==> src/core/lmp_pkg.sv <==
package lmp_pkg;
  localparam logic [7:0] ADDR_PICTURE = 8'h00;
  localparam logic [7:0] ADDR_MOVIE = 8'h01;
  localparam logic [7:0] ADDR_PLAYBACK = 8'h02;
  localparam logic [7:0] ADDR_HOLD_SHIFT = 8'h03;
  localparam logic [7:0] ADDR_REPEAT_SCAN = 8'h04;
  localparam logic [7:0] ADDR_CURRENT = 8'h05;
  localparam logic [7:0] RST_PICTURE = 8'h00;
  localparam logic [7:0] RST_MOVIE = 8'h00;
  localparam logic [7:0] RST_PLAYBACK = 8'h00;
  localparam logic [7:0] RST_HOLD_SHIFT = 8'h00;
  localparam logic [7:0] RST_REPEAT_SCAN = 8'h20;
  localparam logic [7:0] RST_CURRENT = 8'h00;
  localparam int BIT_BLINK_OFF = 7;
  localparam int BIT_END_LAST = 6;
  localparam int BIT_FADE = 7;
  localparam int BIT_DIR = 6;
  localparam int BIT_BLOCK = 5;
  localparam int BIT_SCROLL = 4;
  localparam int BIT_BLINK_SLOW = 4;
  localparam int BIT_PIC_BLINK = 7;
  localparam int BIT_SHOW = 6;
  localparam logic [2:0] LOOP_ENDLESS = 3'h7;
  localparam logic [2:0] LOOP_INVALID = 3'h0;
  localparam logic [3:0] SCAN_ALL = 4'hb;
  localparam int CLK_HZ = 40000000;
  localparam int SCAN_ALL_HZ = 430;
  localparam int SEGMENTS = 12;
  // Cycles for one segment slot so that twelve slots refresh at 430 Hz.
  localparam int SEG_CYC = CLK_HZ / (SCAN_ALL_HZ * SEGMENTS);
  localparam int HOLD_STEP_US = 32500;
  localparam int HOLD_STEP_CYC = HOLD_STEP_US * (CLK_HZ / 1000000);
  localparam int BLINK_FAST_MS = 1500;
  localparam int BLINK_SLOW_MS = 3000;
  localparam int BLINK_FAST_CYC = BLINK_FAST_MS * (CLK_HZ / 1000);
  localparam int BLINK_SLOW_CYC = BLINK_SLOW_MS * (CLK_HZ / 1000);
  typedef enum logic [1:0] {
    LMP_IDLE = 2'b00,
    LMP_SHOW = 2'b01,
    LMP_HOLD = 2'b10,
    LMP_DONE = 2'b11
  } lmp_state_t;
endpackage

==> src/core/lmp_scan.sv <==
`timescale 1ns/1ps
module lmp_scan #(
  parameter int SEG_CYC = lmp_pkg::SEG_CYC
) (
  input wire logic clk,
  input wire logic sys_rst,
  input wire logic [3:0] scan_limit,
  output logic [3:0] segment,
  output logic frame_tick
);
  typedef struct packed {
    logic [15:0] cnt;
    logic [3:0] seg;
    logic tick;
  } lmp_scan_st_t;
  lmp_scan_st_t st_ff;
  lmp_scan_st_t nxt_st;
  logic [3:0] lim;
  always_comb begin
    lim = (scan_limit > lmp_pkg::SCAN_ALL) ? lmp_pkg::SCAN_ALL : scan_limit;
    nxt_st = st_ff;
    nxt_st.tick = 1'b0;
    if (st_ff.cnt == 16'(SEG_CYC - 1)) begin
      nxt_st.cnt = 16'h0000;
      // A frame only covers segment zero up to the limit, so fewer segments refresh faster.
      if (st_ff.seg >= lim) begin
        nxt_st.seg = 4'h0;
        nxt_st.tick = 1'b1;
      end else begin
        nxt_st.seg = st_ff.seg + 4'h1;
      end
    end else begin
      nxt_st.cnt = st_ff.cnt + 16'h0001;
    end
  end
  always_ff @(posedge clk) begin
    if (sys_rst) begin
      st_ff <= '0;
    end else begin
      st_ff <= nxt_st;
    end
  end
  assign segment = st_ff.seg;
  assign frame_tick = st_ff.tick;
  a_seg_bound: assert property (@(posedge clk) disable iff (sys_rst)
    st_ff.tick |-> $past(st_ff.seg) >= $past(lim)) else $error("Frame ended early.");
endmodule

==> src/core/lmp_ctrl.sv <==
`timescale 1ns/1ps
module lmp_ctrl #(
  parameter int HOLD_STEP_CYC = lmp_pkg::HOLD_STEP_CYC,
  parameter int BLINK_FAST_CYC = lmp_pkg::BLINK_FAST_CYC,
  parameter int BLINK_SLOW_CYC = lmp_pkg::BLINK_SLOW_CYC,
  parameter int SEG_CYC = lmp_pkg::SEG_CYC
) (
  input wire logic clk,
  input wire logic sys_rst,
  input wire logic reg_wr,
  input wire logic [7:0] reg_addr,
  input wire logic [7:0] reg_wdata,
  output logic [7:0] reg_rdata,
  output logic [5:0] frame_index,
  output logic movie_active,
  output logic picture_active,
  output logic blink_on,
  output logic fade_en,
  output logic scroll_en,
  output logic scroll_left,
  output logic scroll_block,
  output logic [3:0] segment_sel,
  output logic [7:0] led_current,
  output logic movie_done
);
  typedef struct packed {
    logic [7:0] picture;
    logic [7:0] movie;
    logic [7:0] playback;
    logic [7:0] hold_shift;
    logic [7:0] repeat_scan;
    logic [7:0] current;
    lmp_pkg::lmp_state_t state;
    logic [5:0] pos;
    logic [2:0] loops;
    logic [3:0] holds;
    logic [31:0] hcnt;
    logic [31:0] bcnt;
    logic bphase;
    logic [7:0] rdata;
    logic [5:0] frame;
    logic mact;
    logic pact;
    logic blink;
    logic fade;
    logic scr;
    logic left;
    logic blk;
    logic [3:0] seg;
    logic done;
  } lmp_st_t;
  lmp_st_t st_ff;
  lmp_st_t nxt_st;
  logic [3:0] seg_w;
  logic ftick;
  lmp_scan #(
    .SEG_CYC(SEG_CYC)
  ) u_scan (
    .clk(clk),
    .sys_rst(sys_rst),
    .scan_limit(st_ff.repeat_scan[3:0]),
    .segment(seg_w),
    .frame_tick(ftick)
  );
  function automatic logic [7:0] rd_mux(input lmp_st_t s, input logic [7:0] a);
    logic [7:0] r;
    r = 8'h00;
    if (a == lmp_pkg::ADDR_PICTURE) begin
      r = s.picture;
    end else if (a == lmp_pkg::ADDR_MOVIE) begin
      r = s.movie;
    end else if (a == lmp_pkg::ADDR_PLAYBACK) begin
      r = s.playback;
    end else if (a == lmp_pkg::ADDR_HOLD_SHIFT) begin
      r = s.hold_shift;
    end else if (a == lmp_pkg::ADDR_REPEAT_SCAN) begin
      r = s.repeat_scan;
    end else if (a == lmp_pkg::ADDR_CURRENT) begin
      r = s.current;
    end
    return r;
  endfunction
  logic [2:0] loop_f;
  logic endless;
  logic last_frame;
  logic hold_over;
  logic [31:0] bper;
  logic blink_req;
  always_comb begin
    nxt_st = st_ff;
    nxt_st.done = 1'b0;
    if (reg_wr) begin
      if (reg_addr == lmp_pkg::ADDR_PICTURE) begin
        nxt_st.picture = reg_wdata;
      end else if (reg_addr == lmp_pkg::ADDR_MOVIE) begin
        nxt_st.movie = reg_wdata;
      end else if (reg_addr == lmp_pkg::ADDR_PLAYBACK) begin
        nxt_st.playback = reg_wdata;
      end else if (reg_addr == lmp_pkg::ADDR_HOLD_SHIFT) begin
        nxt_st.hold_shift = reg_wdata;
      end else if (reg_addr == lmp_pkg::ADDR_REPEAT_SCAN) begin
        nxt_st.repeat_scan = reg_wdata;
      end else if (reg_addr == lmp_pkg::ADDR_CURRENT) begin
        nxt_st.current = reg_wdata;
      end
    end
    nxt_st.rdata = rd_mux(st_ff, reg_addr);
    loop_f = st_ff.repeat_scan[7:5];
    endless = (loop_f == lmp_pkg::LOOP_ENDLESS);
    last_frame = (st_ff.pos == st_ff.playback[5:0]);
    hold_over = (st_ff.hcnt >= 32'(HOLD_STEP_CYC - 1));
    case (st_ff.state)
      lmp_pkg::LMP_IDLE: begin
        nxt_st.pos = 6'h00;
        nxt_st.loops = 3'h1;
        if (st_ff.movie[lmp_pkg::BIT_SHOW] && loop_f != lmp_pkg::LOOP_INVALID) begin
          nxt_st.state = lmp_pkg::LMP_SHOW;
        end
      end
      lmp_pkg::LMP_SHOW: begin
        nxt_st.holds = 4'h0;
        nxt_st.hcnt = 32'h0000_0000;
        if (ftick) begin
          nxt_st.state = lmp_pkg::LMP_HOLD;
        end
      end
      lmp_pkg::LMP_HOLD: begin
        nxt_st.hcnt = hold_over ? 32'h0000_0000 : st_ff.hcnt + 32'h0000_0001;
        if (hold_over) begin
          nxt_st.holds = st_ff.holds + 4'h1;
        end
        // Code zero shows the frame once, else code steps of 32.5 ms.
        if (st_ff.hold_shift[3:0] == 4'h0 || (hold_over &&
            st_ff.holds + 4'h1 >= st_ff.hold_shift[3:0])) begin
          nxt_st.state = lmp_pkg::LMP_SHOW;
          if (!last_frame) begin
            nxt_st.pos = st_ff.pos + 6'h01;
          end else if (endless || st_ff.loops < loop_f) begin
            nxt_st.pos = 6'h00;
            nxt_st.loops = endless ? st_ff.loops : st_ff.loops + 3'h1;
          end else begin
            nxt_st.state = lmp_pkg::LMP_DONE;
            // A scrolling movie halts on its first frame unless end-last is set.
            if (st_ff.hold_shift[lmp_pkg::BIT_SCROLL] &&
                !st_ff.playback[lmp_pkg::BIT_END_LAST]) begin
              nxt_st.pos = 6'h00;
            end
          end
        end
        if (!st_ff.movie[lmp_pkg::BIT_SHOW]) begin
          nxt_st.state = lmp_pkg::LMP_IDLE;
        end
      end
      lmp_pkg::LMP_DONE: begin
        nxt_st.done = 1'b1;
        nxt_st.state = lmp_pkg::LMP_IDLE;
        // A host write that sets the start bit in this cycle wins over the auto-clear.
        if (!(reg_wr && reg_addr == lmp_pkg::ADDR_MOVIE)) begin
          nxt_st.movie[lmp_pkg::BIT_SHOW] = 1'b0;
        end
      end
      default: nxt_st.state = lmp_pkg::LMP_IDLE;
    endcase
    if (st_ff.state == lmp_pkg::LMP_SHOW && !st_ff.movie[lmp_pkg::BIT_SHOW]) begin
      nxt_st.state = lmp_pkg::LMP_IDLE;
    end
    bper = st_ff.repeat_scan[lmp_pkg::BIT_BLINK_SLOW] ? 32'(BLINK_SLOW_CYC / 2) :
      32'(BLINK_FAST_CYC / 2);
    if (st_ff.bcnt >= bper - 32'h0000_0001) begin
      nxt_st.bcnt = 32'h0000_0000;
      nxt_st.bphase = ~st_ff.bphase;
    end else begin
      nxt_st.bcnt = st_ff.bcnt + 32'h0000_0001;
    end
    nxt_st.mact = (st_ff.state != lmp_pkg::LMP_IDLE);
    nxt_st.pact = st_ff.picture[lmp_pkg::BIT_SHOW] && !st_ff.movie[lmp_pkg::BIT_SHOW];
    nxt_st.frame = st_ff.movie[lmp_pkg::BIT_SHOW] ? st_ff.movie[5:0] + st_ff.pos :
      st_ff.picture[5:0];
    blink_req = st_ff.movie[lmp_pkg::BIT_SHOW] ? st_ff.movie[lmp_pkg::BIT_PIC_BLINK] :
      st_ff.picture[lmp_pkg::BIT_PIC_BLINK];
    nxt_st.blink = !st_ff.playback[lmp_pkg::BIT_BLINK_OFF] && blink_req && st_ff.bphase;
    nxt_st.fade = st_ff.hold_shift[lmp_pkg::BIT_FADE] &&
      !(st_ff.hold_shift[lmp_pkg::BIT_SCROLL] && st_ff.hold_shift[lmp_pkg::BIT_BLOCK]);
    nxt_st.scr = st_ff.hold_shift[lmp_pkg::BIT_SCROLL];
    nxt_st.left = st_ff.hold_shift[lmp_pkg::BIT_DIR];
    nxt_st.blk = st_ff.hold_shift[lmp_pkg::BIT_BLOCK];
    nxt_st.seg = seg_w;
  end
  always_ff @(posedge clk) begin
    if (sys_rst) begin
      st_ff <= '0;
      st_ff.picture <= lmp_pkg::RST_PICTURE;
      st_ff.movie <= lmp_pkg::RST_MOVIE;
      st_ff.playback <= lmp_pkg::RST_PLAYBACK;
      st_ff.hold_shift <= lmp_pkg::RST_HOLD_SHIFT;
      st_ff.repeat_scan <= lmp_pkg::RST_REPEAT_SCAN;
      st_ff.current <= lmp_pkg::RST_CURRENT;
      st_ff.state <= lmp_pkg::LMP_IDLE;
    end else begin
      st_ff <= nxt_st;
    end
  end
  assign reg_rdata = st_ff.rdata;
  assign frame_index = st_ff.frame;
  assign movie_active = st_ff.mact;
  assign picture_active = st_ff.pact;
  assign blink_on = st_ff.blink;
  assign fade_en = st_ff.fade;
  assign scroll_en = st_ff.scr;
  assign scroll_left = st_ff.left;
  assign scroll_block = st_ff.blk;
  assign segment_sel = st_ff.seg;
  assign led_current = st_ff.current;
  assign movie_done = st_ff.done;
  a_blink_off: assert property (@(posedge clk) disable iff (sys_rst)
    st_ff.playback[7] |=> !blink_on) else $error("Blink not suppressed.");
  a_fade_block: assert property (@(posedge clk) disable iff (sys_rst)
    (st_ff.hold_shift[5] && st_ff.hold_shift[4]) |=> !fade_en) else $error("Fade in block.");
  a_dir_follow: assert property (@(posedge clk) disable iff (sys_rst)
    ##1 scroll_left == $past(st_ff.hold_shift[6])) else $error("Direction wrong.");
  a_block_follow: assert property (@(posedge clk) disable iff (sys_rst)
    ##1 scroll_block == $past(st_ff.hold_shift[5])) else $error("Block wrong.");
  a_scroll_follow: assert property (@(posedge clk) disable iff (sys_rst)
    ##1 scroll_en == $past(st_ff.hold_shift[4])) else $error("Scroll wrong.");
  a_pos_bound: assert property (@(posedge clk) disable iff (sys_rst)
    st_ff.pos <= st_ff.playback[5:0] || st_ff.state == lmp_pkg::LMP_IDLE)
    else $error("Frame past length.");
  a_endless_run: assert property (@(posedge clk) disable iff (sys_rst)
    (st_ff.state == lmp_pkg::LMP_HOLD && st_ff.repeat_scan[7:5] == 3'h7 && !reg_wr &&
     st_ff.movie[6]) |=> st_ff.state != lmp_pkg::LMP_DONE) else $error("Endless ended.");
  a_movie_prio: assert property (@(posedge clk) disable iff (sys_rst)
    st_ff.movie[6] |=> !picture_active) else $error("Picture over movie.");
endmodule

==> config.mk <==
export PLATFORM = sky130hd
export DESIGN_NAME = lmp_ctrl
export DESIGN_NICKNAME = d
export VERILOG_FILES = /design/src/core/lmp_pkg.sv /design/src/core/lmp_scan.sv /design/src/core/lmp_ctrl.sv
export SDC_FILE = /design/constraint.sdc
export NUM_CORES = 1
export LEC_CHECK = 0
export BUFFER_PORTS_ARGS = -buffer_cell sky130_fd_sc_hd__clkbuf_2
export CAP_MARGIN = 20
export CELL_PAD_IN_SITES_DETAIL_PLACEMENT = 1
export CELL_PAD_IN_SITES_GLOBAL_PLACEMENT = 1
export CORE_MARGIN = 5
export CORE_UTILIZATION = 27
export DETAILED_ROUTE_END_ITERATION = 7
export HOLD_SLACK_MARGIN = 0.03
export PLACE_DENSITY_LB_ADDON = 0.1
export SETUP_SLACK_MARGIN = 0.5
export SLEW_MARGIN = 20
export SYNTH_ARGS = -nofsm -noshare
export SYNTH_HDL_FRONTEND = slang
export SYNTH_SLANG_ARGS = --single-unit
==> constraint.sdc <==
create_clock -name clk -period 3.07 [get_ports clk]
set_input_delay 0.4605 -clock clk [delete_from_list [all_inputs] [get_ports clk]]
set_output_delay 0.4605 -clock clk [all_outputs]
set_load 0.01 [all_outputs]
==> impl_metrics.toml <==
[cts]
cts_made_buffers = 17
cts_hold_buf = 0
cts_resized = 0
clock-root-buffer = "clkbuf_16"
clk_latency_ns = 0.45
cts_tree = "yes"
post_cts.repair.setup_buffers = 0
clkTransAtPathRegs_ns = 0.08
cts_buffer_depth = 2
cts.htree.levels = 4
cts_sinks = 175

[placed_design]
pre_cts_slack_ns = 0.5856
dp_hpwl_um = 18510
gp_congestion = 0.7271
portBuffers = 52
dp_cells = 1411

[floorplanning]
die_h_um = 187.6
fp.coreArea_um2 = 31310
start_util = 0.2719
die_w_um = 187.6
die-area_um2 = 35190
io_pins = 53
rows = 65

[power]
intPower_mw = 3.422
p_leak_nw = 3.449
peakVddDrop_uv = 392.0
p_switching_mw = 1.240
clkPwrFrac = 0.456
p_seq_frac = 0.492
p_comb_frac = 0.052
power.share.switching = 0.2660
p_total_mw = 4.662
powerDensity_nw_per_um2 = 483.7

[timing]
final-hold-violation-count = 0
worst_pin_slew_ns = 0.8931
fin_ws_ns = 0.6253
rsz0062_at_grt = "true"
final-setup-viol-count = 0
skew_ns = 0.01201
tns_ns = 0
drv_slew = 0
max_freq_mhz = 409.0
max_slew_margin = 0.3991
finalCritPeriodShare = 0.7963
period_minus_slack_ns = 2.445

[min_path]
hold_class = "input pin to flop"

[global_route]
grt_pass1_vias = 7288
antenna_found_initial = 0
overflow = 0
grt_max_degree = 110
grt_pass1_wl_um = 42060
grt_usage = 0.1501

[cells_and_area]
antenna_cells = 0
synthToLayoutAreaGrowth_pct = 13.21
drive_above_1_share = 0.1306
final_nets = 1084
final_cells = 1443

[logic_synthesis]
synth-async-reset-ratio = 0
yosysWarnings = 0
yosys.cell_types.count = 83
synthTopCellsByArea = "dfxtp_1, ha_1, nand2_1"
ys_ff_latch = 175
syn_avg_cell_area_um2 = 8.472
synth_top_cell_area_share = 0.4115
synth.cell_area_um2 = 8514
yosysMostFrequentCell = "dfxtp_1"
synth_top_cell_by_area = "dfxtp_1"
synth_common_cells = "dfxtp_1, nand2_1, nor2_1"
synth_cells = 1005
synth_ff_type = "dfxtp_1"
ys_seq_area_frac = 0.4115
synth_edf_count = 0

[critical_path]
cp.required_ns = 3.37
crit_start = "st_ff[91]"
crit_chain = "ha_1, ha_1, a2111oi_2, nor2_1, a21boi_2, o31ai_1, a221oi_1"
worstSetupStartpointType = "flop"
path_delay_family = "compound AO/OA/AOI/OAI gates"
slowest_stage = "a2111oi_2"
path_buf_inv = 0
cp-endpoint = "st_ff[104]"
worst_path_most_repeated_cell = "ha_1"
regToRegStartpoint = "st_ff[91]"
worstPathArrival_ns = 2.74
r2r_end = "st_ff[104]"
reg2regPathDepth = 7
slowest_delay_ns = 0.43
rrSetupSlack_ns = 0.63
path_depth = 7
cp-end-kind = "flop"
critPathMaxFanout = 6
critical_path_class = "flop to flop"

[drt]
drcViolationCount = 0
dr.pass1.iters = 5
wirelength_um = 25940
drtIter0Drc = 366
wl_per_cell_um = 17.98
postRouteAntennaNets = 0
via_count = 7137
viasPerCell = 4.946

[run_status]
status = "finished, final reports clean"

[flow_run]
max_cap_violations = 0
==> per-layer routing <==
layer  vias to the layer above  part of all wire  routed length [um]  GRT usage
met3                        17             0.029                 750    0.03127
met5                         -                 0                   0          0
met2                        74              0.45               11580     0.2319
li1                       3570                 -                   -          -
met4                         0            0.0098                 253    0.03811
met1                      3476              0.51               13360     0.2141
==> cell usage in the layout, fill, tap and decap left out, types with 24 or more instances in the layout <==
master / instances
xnor2_1: 24
clkbuf_2: 51
nand3_1: 79
nand4_1: 24
nor2_1: 84
dfxtp_1: 175
nand2_1: 119
a21oi_1: 81
xor2_1: 25
inv_1: 36
ha_1: 36
==> worst reg2reg max path, cell delays in order, from the launching register on <==
cell and delay [ns]:
dfxtp_1 0.42, ha_1 0.28, ha_1 0.29, a2111oi_2 0.43, nor2_1 0.12, a21boi_2 0.23, o31ai_1 0.39, a221oi_1 0.13
==> how the worst min path moves through the flow <==
stage | startpoint | to | depth (start not counted)
floorplan | st_ff[137] | blink_on | 1
global placement | st_ff[89] | st_ff[89] | 1
detailed placement | st_ff[90] | st_ff[90] | 1
global route | reg_wdata[7] | loop_f[2] | 3
CTS | reg_wdata[7] | st_ff[129] | 3
finish | reg_wdata[7] | st_ff[129] | 3
==> cell families after synthesis <==
group,after synthesis,share of synthesized area
simple gates,419,0.2450
compound gates,199,0.1564
flops,175,0.4115
buf+inv,110,0.06260
xor+xnor,49,0.05040
fa+ha+maj,37,0.05525
mux,15,0.01852
other cells,1,0.0004404
==> flip-flops by register name, indices dropped and copies added, names as in the netlist <==
signal and flops:
st_ff 114, u_scan.st_ff 16, led_current 8, reg_rdata 8, frame_index 6, segment_sel 4, u_scan.segment 4, loop_f 3
nxt_st 3, blink_on 1, fade_en 1, movie_active 1, movie_done 1, picture_active 1, scroll_block 1, scroll_en 1
scroll_left 1, u_scan.frame_tick 1
==> power groups by stage <==
stage	Clock, mW	Sequential (mW)	Combinational (mW)
after floorplan	0	2.34	0.153
after global placement	0	2.35	0.248
after detailed placement	0	2.35	0.246
after CTS	2.21	2.29	0.247
after global routing	2.29	2.30	0.270
final	2.13	2.29	0.243
==> stage by stage <==
step / hold WS (ns) / utilization / area, um^2
2_1_floorplan: 0.4228 / - / 8529
3_3_place_gp: 0.4456 / 0.2900 / 9080
3_5_place_dp: 0.4493 / 0.2900 / 9080
4_1_cts: 0.3689 / 0.3077 / 9634
5_1_grt: 0.3786 / 0.3079 / 9639
6_report: 0.3826 / 0.3079 / 9639
==> cell type report <==
type | count | area [um^2]
fillers | 3701 | 21670
multi-input cells | 724 | 4498
flip-flops and latches | 175 | 3503
well taps | 402 | 503.0
repair buffers | 72 | 437.9
clock buffers | 17 | 425.4
inverters | 38 | 142.6
clock inverters | 15 | 128.9
Note: power is estimated with default switching activity, not from simulation.
